File: src/core/lcdm_map.svh
// Named offsets, field codes and timing counts for the LCD memory block.
// Included by the package and by the bench; holds definitions only.
`ifndef LCDM_MAP_SVH
`define LCDM_MAP_SVH

`define LCDM_ADDR_W        5
`define LCDM_NUM_ADDR      32
`define LCDM_NIB_W         4
`define LCDM_ARG_W         16
`define LCDM_PRE_W         11
`define LCDM_BLINK_W       17

// Division select codes.
`define LCDM_MODE_DIV4     2'b00
`define LCDM_MODE_STATIC   2'b01
`define LCDM_MODE_DIV3     2'b10
`define LCDM_MODE_DIV2     2'b11

// Pointer steps after one data byte.
`define LCDM_STEP_STATIC   5'h04
`define LCDM_STEP_DIV2     5'h04
`define LCDM_STEP_DIV3     5'h03
`define LCDM_STEP_DIV4     5'h02
`define LCDM_STEP_SEG14    5'h04
`define LCDM_STEP_ONE      5'h01
`define LCDM_STEP_NONE     5'h00

// Slot length masks: 2^7, 2^8, 2^9 and 2^11 oscillator cycles.
`define LCDM_MASK_R0       11'h07f
`define LCDM_MASK_R1       11'h0ff
`define LCDM_MASK_R2       11'h1ff
`define LCDM_MASK_R3       11'h7ff

// Last common index per mode.
`define LCDM_LAST_STATIC   2'h0
`define LCDM_LAST_DIV2     2'h1
`define LCDM_LAST_DIV3     2'h2
`define LCDM_LAST_DIV4     2'h3

// Blink half-period taps: bit 16 gives fosc/2^17, bit 15 fosc/2^16.
`define LCDM_BLINK_SLOW    17
`define LCDM_BLINK_FAST_DN 1

`endif

File: src/core/lcdm_pkg.sv
// Types shared by the LCD display memory block and its bench.
// Assumes lcdm_map.svh is on the include path.
`include "lcdm_map.svh"

package lcdm_pkg;

   typedef enum logic [3:0] {
      LCDM_OP_BYTE      = 4'h0,
      LCDM_OP_SEG7      = 4'h1,
      LCDM_OP_SEG14     = 4'h2,
      LCDM_OP_NIBBLE    = 4'h3,
      LCDM_OP_LOAD_PTR  = 4'h4,
      LCDM_OP_BLINK_WR  = 4'h5,
      LCDM_OP_BLINK_AND = 4'h6,
      LCDM_OP_BLINK_OR  = 4'h7
   } lcdm_op_type;

   typedef struct packed {
      lcdm_op_type                op;
      logic [`LCDM_ARG_W-1:0]     arg;
   } lcdm_cmd_type;

   typedef logic [`LCDM_NUM_ADDR-1:0][`LCDM_NIB_W-1:0] lcdm_mem_type;

   typedef struct packed {
      lcdm_mem_type               mem;
      lcdm_mem_type               blink;
      lcdm_mem_type               latch;
      lcdm_mem_type               blink_latch;
      logic [`LCDM_ADDR_W-1:0]    ptr;
      logic                       cs_q;
      logic [`LCDM_PRE_W-1:0]     pre;
      logic [1:0]                 com;
      logic                       pol;
      logic [`LCDM_BLINK_W-1:0]   blink_cnt;
      logic [`LCDM_NUM_ADDR-1:0]  seg;
      logic [3:0]                 com_sel;
      logic                       sync_oe;
   } lcdm_state_type;

endpackage

File: src/core/lcdm_top.sv
// LCD display memory, blink memory, display latch and drive timing.
// Assumes bytes arrive already deframed (and decoded where asked) as
// commands, and that mode bits are held steady by the command decoder.
// Contract
// - 32x4 display memory written by bytes or immediates.
// - Static: low nibble to bit0, pointer +4.
// - Bits used per address follow the mode.
// - Two-way: even bits bit0, odd bit1, +4.
// - Three-way: bits 0-2, n+2 bit2 zero, +3.
// - Three-way decoded: also zero bit2 of n.
// - Four-way: two full nibbles, pointer +2.
// - Four-way seven-segment: zero bit3 of n.
// - Four-way fourteen-segment: four addresses, forced zeros, +4.
// - Display on: latch drives segments per common.
// - One 5-bit pointer addresses both memories.
// - Pointer loaded by command, cleared on select fall.
// - Pointer wraps from 31 to 0.
// - Blink bit 1 makes that segment blink.
// - Blink memory write, AND and OR commands.
// - Blink memory copied with data, combined at output.
// - Latch 1 select level, 0 non-select.
// - Commons activated in turn, count per mode.
// - Active-low wired-OR sync line driven.
// - Frame is fosc/2^k divided by commons.
// - Blink rate chosen by one bit.
// - Rate bit: 2^17 clear, 2^16 set.
// - Division codes 00/10/11/01 select modes.
`timescale 1ns/1ps

module lcdm_fifo #(
   parameter int WIDTH = 20,
   parameter int DEPTH = 16
) (
   input  wire logic             core_clk,
   input  wire logic             rst,
   input  wire logic             in_valid,
   output logic                  in_ready,
   input  wire logic [WIDTH-1:0] in_data,
   output logic                  out_valid,
   input  wire logic             out_ready,
   output logic [WIDTH-1:0]      out_data
);
   localparam int AW = $clog2(DEPTH);

   typedef struct packed {
      logic [DEPTH-1:0][WIDTH-1:0] mem;
      logic [AW-1:0]               wr;
      logic [AW-1:0]               rd;
      logic [AW:0]                 count;
      logic                        room;
   } lcdm_fifo_state_type;

   lcdm_fifo_state_type fifo_reg;
   lcdm_fifo_state_type fifo_next;
   logic                push;
   logic                pop;

   assign push      = in_valid & fifo_reg.room;
   assign pop       = out_ready & (fifo_reg.count != '0);
   assign in_ready  = fifo_reg.room;
   assign out_valid = fifo_reg.count != '0;
   assign out_data  = fifo_reg.mem[fifo_reg.rd];

   always_comb begin
      fifo_next = fifo_reg;
      if (push) begin
         fifo_next.mem[fifo_reg.wr] = in_data;
         fifo_next.wr = fifo_reg.wr + 1'b1;
      end
      if (pop) begin
         fifo_next.rd = fifo_reg.rd + 1'b1;
      end
      fifo_next.count = fifo_reg.count + (AW+1)'(push) - (AW+1)'(pop);
      fifo_next.room = fifo_next.count != (AW+1)'(DEPTH);
   end

   always_ff @(posedge core_clk) begin
      if (rst) begin
         fifo_reg <= '0;
         fifo_reg.room <= 1'b1;
      end else begin
         fifo_reg <= fifo_next;
      end
   end
endmodule

module lcdm_top
   import lcdm_pkg::*;
#(
   parameter int FIFO_DEPTH = 16,
   parameter int BLINK_TAP  = `LCDM_BLINK_SLOW
) (
   input  wire logic                      core_clk,
   input  wire logic                      rst,
   input  wire logic                      cmd_valid,
   output logic                           cmd_ready,
   input  wire lcdm_cmd_type              cmd,
   input  wire logic                      cs_n,
   input  wire logic [1:0]                division_sel,
   input  wire logic [1:0]                frame_ratio_sel,
   input  wire logic                      blink_rate_sel,
   input  wire logic                      blink_en,
   input  wire logic                      display_on,
   output logic [`LCDM_NUM_ADDR-1:0]      segment_outputs,
   output logic [3:0]                     common_outputs,
   output logic                           drive_polarity,
   input  wire logic                      sync_n_in,
   output logic                           sync_n_out,
   output logic                           sync_n_oe,
   output logic [`LCDM_ADDR_W-1:0]        write_pointer
);
   lcdm_state_type              s_reg;
   lcdm_state_type              s_next;
   lcdm_cmd_type                q_cmd;
   logic                        q_valid;
   logic                        drain;
   logic                        take;
   logic [`LCDM_PRE_W-1:0]      mask;
   logic [1:0]                  last_com;
   logic                        slot_end;
   logic                        phase;

   // Draining stalls while chip select is high, so the queue really fills
   // when the host keeps sending between select windows.
   assign drain = ~cs_n & ~s_reg.cs_q;
   assign take  = q_valid & drain;

   lcdm_fifo #(
      .WIDTH ($bits(lcdm_cmd_type)),
      .DEPTH (FIFO_DEPTH)
   ) u_fifo (
      .core_clk  (core_clk),
      .rst       (rst),
      .in_valid  (cmd_valid),
      .in_ready  (cmd_ready),
      .in_data   (cmd),
      .out_valid (q_valid),
      .out_ready (drain),
      .out_data  (q_cmd)
   );

   always_comb begin
      unique case (frame_ratio_sel)
         2'b00: mask = `LCDM_MASK_R0;
         2'b01: mask = `LCDM_MASK_R1;
         2'b10: mask = `LCDM_MASK_R2;
         2'b11: mask = `LCDM_MASK_R3;
      endcase
      unique case (division_sel)
         `LCDM_MODE_DIV4:   last_com = `LCDM_LAST_DIV4;
         `LCDM_MODE_DIV3:   last_com = `LCDM_LAST_DIV3;
         `LCDM_MODE_DIV2:   last_com = `LCDM_LAST_DIV2;
         `LCDM_MODE_STATIC: last_com = `LCDM_LAST_STATIC;
      endcase
   end

   assign slot_end = (s_reg.pre & mask) == mask;
   assign phase = blink_rate_sel ?
      s_reg.blink_cnt[BLINK_TAP-1-`LCDM_BLINK_FAST_DN] :
      s_reg.blink_cnt[BLINK_TAP-1];

   always_comb begin
      logic [`LCDM_ADDR_W-1:0] step;
      logic [`LCDM_ADDR_W-1:0] a;
      logic [8:0]              t;
      logic [7:0]              b;
      step = `LCDM_STEP_NONE;
      a = '0;
      b = q_cmd.arg[7:0];
      t = {1'b0, b};
      s_next = s_reg;
      s_next.cs_q = cs_n;
      if (s_reg.cs_q & ~cs_n) begin
         s_next.ptr = '0;
      end
      if (~s_reg.cs_q & cs_n) begin
         s_next.latch = s_reg.mem;
         s_next.blink_latch = blink_en ? s_reg.blink : '0;
      end
      if (take) begin
         unique case (q_cmd.op)
            LCDM_OP_BYTE, LCDM_OP_SEG7: begin
               unique case (division_sel)
                  `LCDM_MODE_STATIC: begin
                     if (q_cmd.op == LCDM_OP_BYTE) begin
                        for (int i = 0; i < 4; i++) begin
                           a = s_reg.ptr + `LCDM_ADDR_W'(i);
                           s_next.mem[a][0] = b[i];
                        end
                        step = `LCDM_STEP_STATIC;
                     end
                  end
                  `LCDM_MODE_DIV2: begin
                     if (q_cmd.op == LCDM_OP_BYTE) begin
                        for (int i = 0; i < 4; i++) begin
                           a = s_reg.ptr + `LCDM_ADDR_W'(i);
                           s_next.mem[a][1:0] = b[2*i +: 2];
                        end
                        step = `LCDM_STEP_DIV2;
                     end
                  end
                  `LCDM_MODE_DIV3: begin
                     for (int i = 0; i < 3; i++) begin
                        a = s_reg.ptr + `LCDM_ADDR_W'(i);
                        s_next.mem[a][2:0] = t[3*i +: 3];
                     end
                     if (q_cmd.op == LCDM_OP_SEG7) begin
                        s_next.mem[s_reg.ptr][2] = 1'b0;
                     end
                     step = `LCDM_STEP_DIV3;
                  end
                  `LCDM_MODE_DIV4: begin
                     for (int i = 0; i < 2; i++) begin
                        a = s_reg.ptr + `LCDM_ADDR_W'(i);
                        s_next.mem[a] = b[4*i +: 4];
                     end
                     if (q_cmd.op == LCDM_OP_SEG7) begin
                        s_next.mem[s_reg.ptr][3] = 1'b0;
                     end
                     step = `LCDM_STEP_DIV4;
                  end
               endcase
            end
            LCDM_OP_SEG14: begin
               // The wide pattern only fits the four-way layout.
               if (division_sel == `LCDM_MODE_DIV4) begin
                  for (int i = 0; i < 4; i++) begin
                     a = s_reg.ptr + `LCDM_ADDR_W'(i);
                     s_next.mem[a] = q_cmd.arg[4*i +: 4];
                  end
                  a = s_reg.ptr + `LCDM_ADDR_W'(2);
                  s_next.mem[a][3] = 1'b0;
                  a = s_reg.ptr + `LCDM_ADDR_W'(1);
                  s_next.mem[a][0] = 1'b0;
                  step = `LCDM_STEP_SEG14;
               end
            end
            LCDM_OP_NIBBLE: begin
               s_next.mem[s_reg.ptr] = q_cmd.arg[3:0];
               step = `LCDM_STEP_ONE;
            end
            LCDM_OP_LOAD_PTR: begin
               s_next.ptr = q_cmd.arg[`LCDM_ADDR_W-1:0];
            end
            LCDM_OP_BLINK_WR: begin
               s_next.blink[s_reg.ptr] = q_cmd.arg[3:0];
               step = `LCDM_STEP_ONE;
            end
            LCDM_OP_BLINK_AND: begin
               s_next.blink[s_reg.ptr] = s_reg.blink[s_reg.ptr] &
                                         q_cmd.arg[3:0];
               step = `LCDM_STEP_ONE;
            end
            LCDM_OP_BLINK_OR: begin
               s_next.blink[s_reg.ptr] = s_reg.blink[s_reg.ptr] |
                                         q_cmd.arg[3:0];
               step = `LCDM_STEP_ONE;
            end
            default: begin
            end
         endcase
         if (q_cmd.op != LCDM_OP_LOAD_PTR) begin
            s_next.ptr = s_reg.ptr + step;
         end
      end

      // Frame timing: each common holds for one slot of 2^k cycles.
      s_next.pre = s_reg.pre + `LCDM_PRE_W'(1);
      s_next.blink_cnt = s_reg.blink_cnt + `LCDM_BLINK_W'(1);
      s_next.sync_oe = 1'b0;
      if (slot_end) begin
         if (s_reg.com >= last_com) begin
            s_next.com = '0;
            s_next.pol = ~s_reg.pol;
            s_next.sync_oe = 1'b1;
         end else begin
            s_next.com = s_reg.com + 2'h1;
         end
      end
      // Another chip pulling the shared line restarts our frame with it.
      if (~sync_n_in & ~s_reg.sync_oe) begin
         s_next.pre = `LCDM_PRE_W'(1);
         s_next.com = '0;
      end
      s_next.com_sel = 4'h1 << s_next.com;
      for (int g = 0; g < `LCDM_NUM_ADDR; g++) begin
         // Only bits below the common count are ever selected. Polarity is
         // folded in here so that the pins come straight from the flop.
         s_next.seg[g] = (display_on &
            s_next.latch[g][s_next.com] &
            ~(s_next.blink_latch[g][s_next.com] & phase)) ^
            s_next.pol;
      end
   end

   always_ff @(posedge core_clk) begin
      if (rst) begin
         s_reg <= '0;
         s_reg.cs_q <= 1'b1;
         s_reg.com_sel <= 4'h1;
      end else begin
         s_reg <= s_next;
      end
   end

   // A segment pin that differs from drive_polarity is at select level.
   assign segment_outputs = s_reg.seg;
   assign common_outputs  = s_reg.com_sel;
   assign drive_polarity  = s_reg.pol;
   assign sync_n_oe       = s_reg.sync_oe;
   assign sync_n_out      = s_reg.com_sel[3] & ~s_reg.com_sel[3];
   assign write_pointer   = s_reg.ptr;
endmodule

File: config.mk
export PLATFORM = sky130hd
export DESIGN_NAME = lcdm_top
export DESIGN_NICKNAME = d
export VERILOG_FILES = /design/src/core/lcdm_pkg.sv /design/src/core/lcdm_top.sv
export VERILOG_INCLUDE_DIRS = /design/src /design/src/core
export SDC_FILE = /design/constraint.sdc
export NUM_CORES = 2
export LEC_CHECK = 0
export BUFFER_PORTS_ARGS = -buffer_cell sky130_fd_sc_hd__buf_2
export CAP_MARGIN = 15
export CORE_MARGIN = 1
export CORE_UTILIZATION = 25
export CTS_CLUSTER_SIZE = 28
export DETAILED_ROUTE_END_ITERATION = 6
export SLEW_MARGIN = 20
export SYNTH_ARGS = -nofsm -noshare
export SYNTH_HDL_FRONTEND = slang
export SYNTH_HIERARCHICAL = 1
export SYNTH_SLANG_ARGS = --single-unit
File: constraint.sdc
create_clock -name core_clk -period 6 [get_ports core_clk]
set_input_delay 1.2 -clock core_clk [delete_from_list [all_inputs] [get_ports core_clk]]
set_output_delay 1.2 -clock core_clk [all_outputs]
set_load 0.02 [all_outputs]
# Word-level counts from Yosys, hierarchy flattened
# Index checks and enable logic that the tools add are counted.
totals:
  register_bits: 920
  input_bits: 32
  output_inout_bits: 45
  word_cells: 619
classes:
  n_addsub: 11
  n_lt_le_gt_ge: 13
  eq_ne: 19
  shifts: 1
  muxes: 216
  bitwise_logic: 183
  n_reduce_logical: 18
op_table:
  columns: ["cell", "count"]
  rows:
  - ["bitwise mux 128 bit", 18]
  - ["2-to-1 mux 128 bit", 6]
  - ["case mux 128 bit (3 select lines)", 2]
  - ["AND 128 bit", 4]
  - ["NOT 128 bit", 4]
  - ["case mux 128 bit (4 select lines)", 1]
  - ["demux 4 bit (select 5 bit)", 18]
  - ["bitwise mux 320 bit", 1]
  - ["2-to-1 mux 256 bit", 1]
  - ["binary-select mux 1 bit (select 2 bit)", 64]
  - ["AND 1 bit", 102]
  - ["binary-select mux 20 bit (select 4 bit)", 1]
  - ["demux 20 bit (select 4 bit)", 1]
  - ["2-to-1 mux 1 bit", 71]
  - ["case mux 11 bit (4 select lines)", 1]
  - ["2-to-1 mux 20 bit", 2]
  - ["NOT 1 bit", 38]
  - ["bitwise XOR 1 bit", 32]
  - ["case mux 5 bit (3 select lines)", 2]
  - ["2-to-1 mux 4 bit", 7]
  - ["2-to-1 mux 5 bit", 5]
  - ["less-than comparator 5 x 6 -> 1 bit, second input constant", 4]
  - ["2-to-1 mux 3 bit", 8]
  - ["binary-select mux 4 bit (select 5 bit)", 1]
  - ["other kinds (39)", 67]

# Depth between registers and ports, before layout
depth:
  word_depth: 12
  mapped_depth: 22
  ltp_nobuf: 18

# By module
# Netlist, hierarchy kept.
modules_own_cells:
  columns: ["module", "n_inst", "cells_per_inst", "area_per_inst_um2", "seq_area_each_um2"]
  rows:
  - ["lcdm_top", 1, 5625, 40557.6, 11731.3]
  - ["lcdm_fifo", 1, 1801, 14910.6, 6686.4]

# Worst setup path after synthesis
# No wires, ideal clock.
synth_path:
  path_type: "input port to flip-flop"
  startpoint: "in division_sel[0]"
  endpoint: "reg s_reg, in the netlist segment_outputs[25]"
  setup_time_ns: 0.072
  t_arrival_ns: 3.850
  setup_slack_ns: 2.078
  path_stages: 14
  cell_sequence: "inv_1 > ha_1 > clkbuf_1 > buf_1 > nor2_1 > ha_1 > a211oi_1 > and2_1 > mux2i_2 > buf_6 > buf_4 > mux2_2 > o32ai_2 > mux2i_1"
synth_via:
  elab_chain_len: 12
  word_cells_on_any_way: 19
  classes_between: "1 x order compare; 3 x eq/ne; 9 x mux; 5 x bitwise; 1 x reduce/logical"
synth_lines:
  columns: ["element", "line_no", "rtl"]
  rows:
  - ["from (decl)", "lcdm_top.sv:99", "input wire logic [1:0] division_sel,"]
  - ["equality test 2 x 1 -> 1 bit (tied with other cells)", "lcdm_top.sv:149", "unique case (division_sel)"]
  - ["case mux 2 bit (4 select lines) (*)", "lcdm_top.sv:149", null]
  - [">= comparator 2 bit (*)", "lcdm_top.sv:272", "if (s_reg.com >= last_com) begin"]
  - ["2-to-1 mux 2 bit", "lcdm_top.sv:272", null]
  - ["2-to-1 mux 3 bit (*)", "lcdm_top.sv:271", "if (slot_end) begin"]
  - ["2-to-1 mux 3 bit", "lcdm_top.sv:281", "if (~sync_n_in & ~s_reg.sync_oe) begin"]
  - ["binary-select mux 1 bit (select 2 bit)", "lcdm_top.sv:291", "~(s_next.blink_latch[g][s_next.com] & phase)) ^"]
  - ["2-to-1 mux 1 bit (implied by the code)", "lcdm_top.sv:291", null]
  - ["AND 1 bit", "lcdm_top.sv:291", null]
  - ["NOT 1 bit", "lcdm_top.sv:291", null]
  - ["AND 1 bit", "lcdm_top.sv:290", "s_next.latch[g][s_next.com] &"]
  - ["bitwise XOR 1 bit (*)", "lcdm_top.sv:291", null]
  - ["to (signal assigned)", "lcdm_top.sv:302", "s_reg <= s_next;"]
  - ["to (decl)", "lcdm_top.sv:112", "lcdm_state_type s_reg;"]
# Mark *: on every way between the ends. The rest lies on a longest branch, timed or not. The select of a mux whose other input is x is not followed.
# A chain may end at the register's enable or synchronous reset.

==> impl_metrics.env <==
export IMPL_power_switching_mw=5.81
export IMPL_power_share_switching=0.348
export IMPL_area_growth_synth_to_final_pct=10.3
export IMPL_post_cts_setup_buffers=0
export IMPL_hold_buffers=0
export IMPL_p_seq_frac=0.393
export IMPL_synthesis_instances=7349
export IMPL_grt_max_degree=209
export IMPL_vias_per_cell=5.98
export IMPL_ios=77
export IMPL_final_max_slew_viol_count=0
export IMPL_worst_pin_slew_ps=1310
export IMPL_clock_pin_slew_on_the_worst_setup_and_hold_paths_ps=60
export IMPL_avgRoutedWirePerCell_um=25.0
export IMPL_fmax_mhz=199
export IMPL_drt_iter0_drc=9454
export IMPL_core_area_um2=218000
export IMPL_status="finished, violations left"
export IMPL_internal_power_mw=10.9
export IMPL_max_reg_flops=543
export IMPL_crit_arrival_ps=5720
export IMPL_worst_slew_margin_rel=0.126
export IMPL_setup_violations=0
export IMPL_port_buffers=74
export IMPL_critPathSlowestCell="sky130_fd_sc_hd__nand3_1"
export IMPL_place_detailed_hpwl_mm=153
export IMPL_die_h_um=470
export IMPL_p_leak_nw=19.7
export IMPL_hold_start="s_reg[37]$_SDFF_PP0_"
export IMPL_grt_total_usage=0.211
export IMPL_dr_pass1_iters=7
export IMPL_final_nets=6971
export IMPL_initial_utilization=0.252
export IMPL_routabilityCongestion=0.986
export IMPL_die_area_um2=221000
export IMPL_num_vias=58900
export IMPL_power_density_nw_per_um2=276
export IMPL_cts_inserted_buffers=100
export IMPL_yosys_warns=6
export IMPL_tritoncts="yes"
export IMPL_area_of_the_multi_input_gates_um2=33100
export IMPL_dieWidth_um=470
export IMPL_proportion_of_power_drawn_by_combinational_gates=0.213
export IMPL_fin_setup_tns_ps=0
export IMPL_critPathMaxFanout=29
export IMPL_grt_first_pass_wirelength_mm=359
export IMPL_power_share_clock=0.394
export IMPL_clock_tree_htree_level_count=3
export IMPL_worstPathRequired_ps=6710
export IMPL_failed_checks="DRC"
export IMPL_hold_viol_final=0
export IMPL_timing_max_cap_violations=0
export IMPL_placementRows=171
export IMPL_cell_at_the_root_of_the_clock_tree="sky130_fd_sc_hd__clkbuf_16"
export IMPL_grt_overflow_total=0
export IMPL_clk_latency_ps=770
export IMPL_resize_count_post_cts=0
export IMPL_synth_cell_area_um2=54800
export IMPL_crit_path_max_incr_delay_ps=840
export IMPL_timing_final_ws_setup_ps=984
export IMPL_type_of_element_launching_the_critical_path="flip-flop"
export IMPL_clock_skew_final_ps=58.3
export IMPL_first_global_vias=54300
export IMPL_min_clock_period_post_route_ps=5020
export IMPL_post_route_drc_count=25
export IMPL_crit_type="reg -> reg"
export IMPL_grt_antenna_before_repair=16
export IMPL_synth_nets=7408
export IMPL_worst_setup_path_startpoint="u_fifo/fifo_reg[7]$_SDFFE_PP0P_"
export IMPL_cts_sinks=904
export IMPL_vdd_ir_drop_max_v=0.000247
export IMPL_final_total_power_mw=16.7
export IMPL_detail_route_wirelength_mm=247
export IMPL_worst_r2r_startpoint="u_fifo/fifo_reg[7]$_SDFFE_PP0P_"
export IMPL_syn_avg_cell_area_um2=7.46
export IMPL_hold_path_class="reg -> reg"
export IMPL_worstSetupEndpointType="flip-flop"
export IMPL_final_seq_area_um2=18100
export IMPL_layout_drive_gt1_share=0.108
export IMPL_placement_setup_worst_slack_ps=1080
export IMPL_crit_chain="and2_4 -> a221oi_2 -> a22oi_1 -> nand2_1 -> or3b_2 -> nand3_1 -> buf_4 -> nor4b_1 -> o21ai_0 -> o211ai_1 -> o221a_2"
export IMPL_min_period_over_period=0.836
export IMPL_whs_ps=446
export IMPL_cts_path_max_buffers=3
export IMPL_filler_cell_count=23300
export IMPL_rsz0062_at_grt="no"
export IMPL_final_antenna_net_count=0
## layout by cell type, fill, tap and decap left out, types with 55 or more instances in the layout
cell type                      n
sky130_fd_sc_hd__clkbuf_16   102
sky130_fd_sc_hd__buf_2        72
sky130_fd_sc_hd__nand3_1     304
sky130_fd_sc_hd__and2_1       58
sky130_fd_sc_hd__nor3_1      150
sky130_fd_sc_hd__o211ai_1    160
sky130_fd_sc_hd__a211oi_1     55
sky130_fd_sc_hd__dfxtp_1     897
sky130_fd_sc_hd__and3_1      116
sky130_fd_sc_hd__o21ai_0     434
sky130_fd_sc_hd__nand2_1    1421
sky130_fd_sc_hd__buf_4       186
sky130_fd_sc_hd__mux2i_1     305
sky130_fd_sc_hd__mux4_2       61
sky130_fd_sc_hd__a31oi_1     150
sky130_fd_sc_hd__a21oi_1     852
sky130_fd_sc_hd__nor2_1      564
## per-layer routing
layer  global-route usage  routed length [um]  up-vias
met4                0.111               14800       20
met3               0.0782               36000     1071
li1                     -                   -    25500
met1                0.276               97200    28000
met2                0.299               98400     4306
met5                    0                 124        -
## cell type report
class | instances | area share
Clock buffer | 138 | 0.0476
Multi-Input combinational cell | 5592 | 0.547
Sequential cell | 904 | 0.300
Tap cell | 2854 | 0.0591
Antenna cell | 3 | 0.000124
Timing Repair Buffer | 276 | 0.0350
Inverter | 38 | 0.00238
Clock inverter | 44 | 0.00954
## worst max-delay path, delay by kind of cell, from the launching register on
| kind | cells | cell delay [ps] |
|---|---|---|
| compound gates | 5 | 800 |
| buf+inv | 1 | 460 |
| flops | 1 | 830 |
| simple gates | 5 | 2850 |
## path summary, 6_finish.rpt
check,end,slack [ps],depth (start not counted)
setup / recovery,s_reg[480]$_SDFFE_PP0P_,980,11
hold / removal,s_reg[37]$_SDFF_PP0_,450,1
setup reg to reg,s_reg[480]$_SDFFE_PP0P_,980,11
hold reg to reg,s_reg[37]$_SDFF_PP0_,450,1
## metrics by stage
| stage | utilization | cells | instance area [um2] |
|---|---|---|---|
| finish | 0.278 | 9849 | 60500 |
| global route | 0.278 | 9846 | 60500 |
| CTS | 0.278 | 9844 | 60400 |
| detailed placement | 0.262 | 9662 | 57000 |
| global placement | 0.262 | 9662 | 57000 |
| floorplan | - | 7349 | 54800 |
## power groups by stage
stage | clock network [mW] | registers, mW | logic, mW
2_1_floorplan | 0 | 6.44 | 2.15
3_3_place_gp | 0 | 6.63 | 3.29
3_5_place_dp | 0 | 6.64 | 3.32
4_1_cts | 6.64 | 6.51 | 3.33
5_1_grt | 6.89 | 6.55 | 3.63
6_report | 6.57 | 6.55 | 3.56
Power figures use the tool's default switching activity.
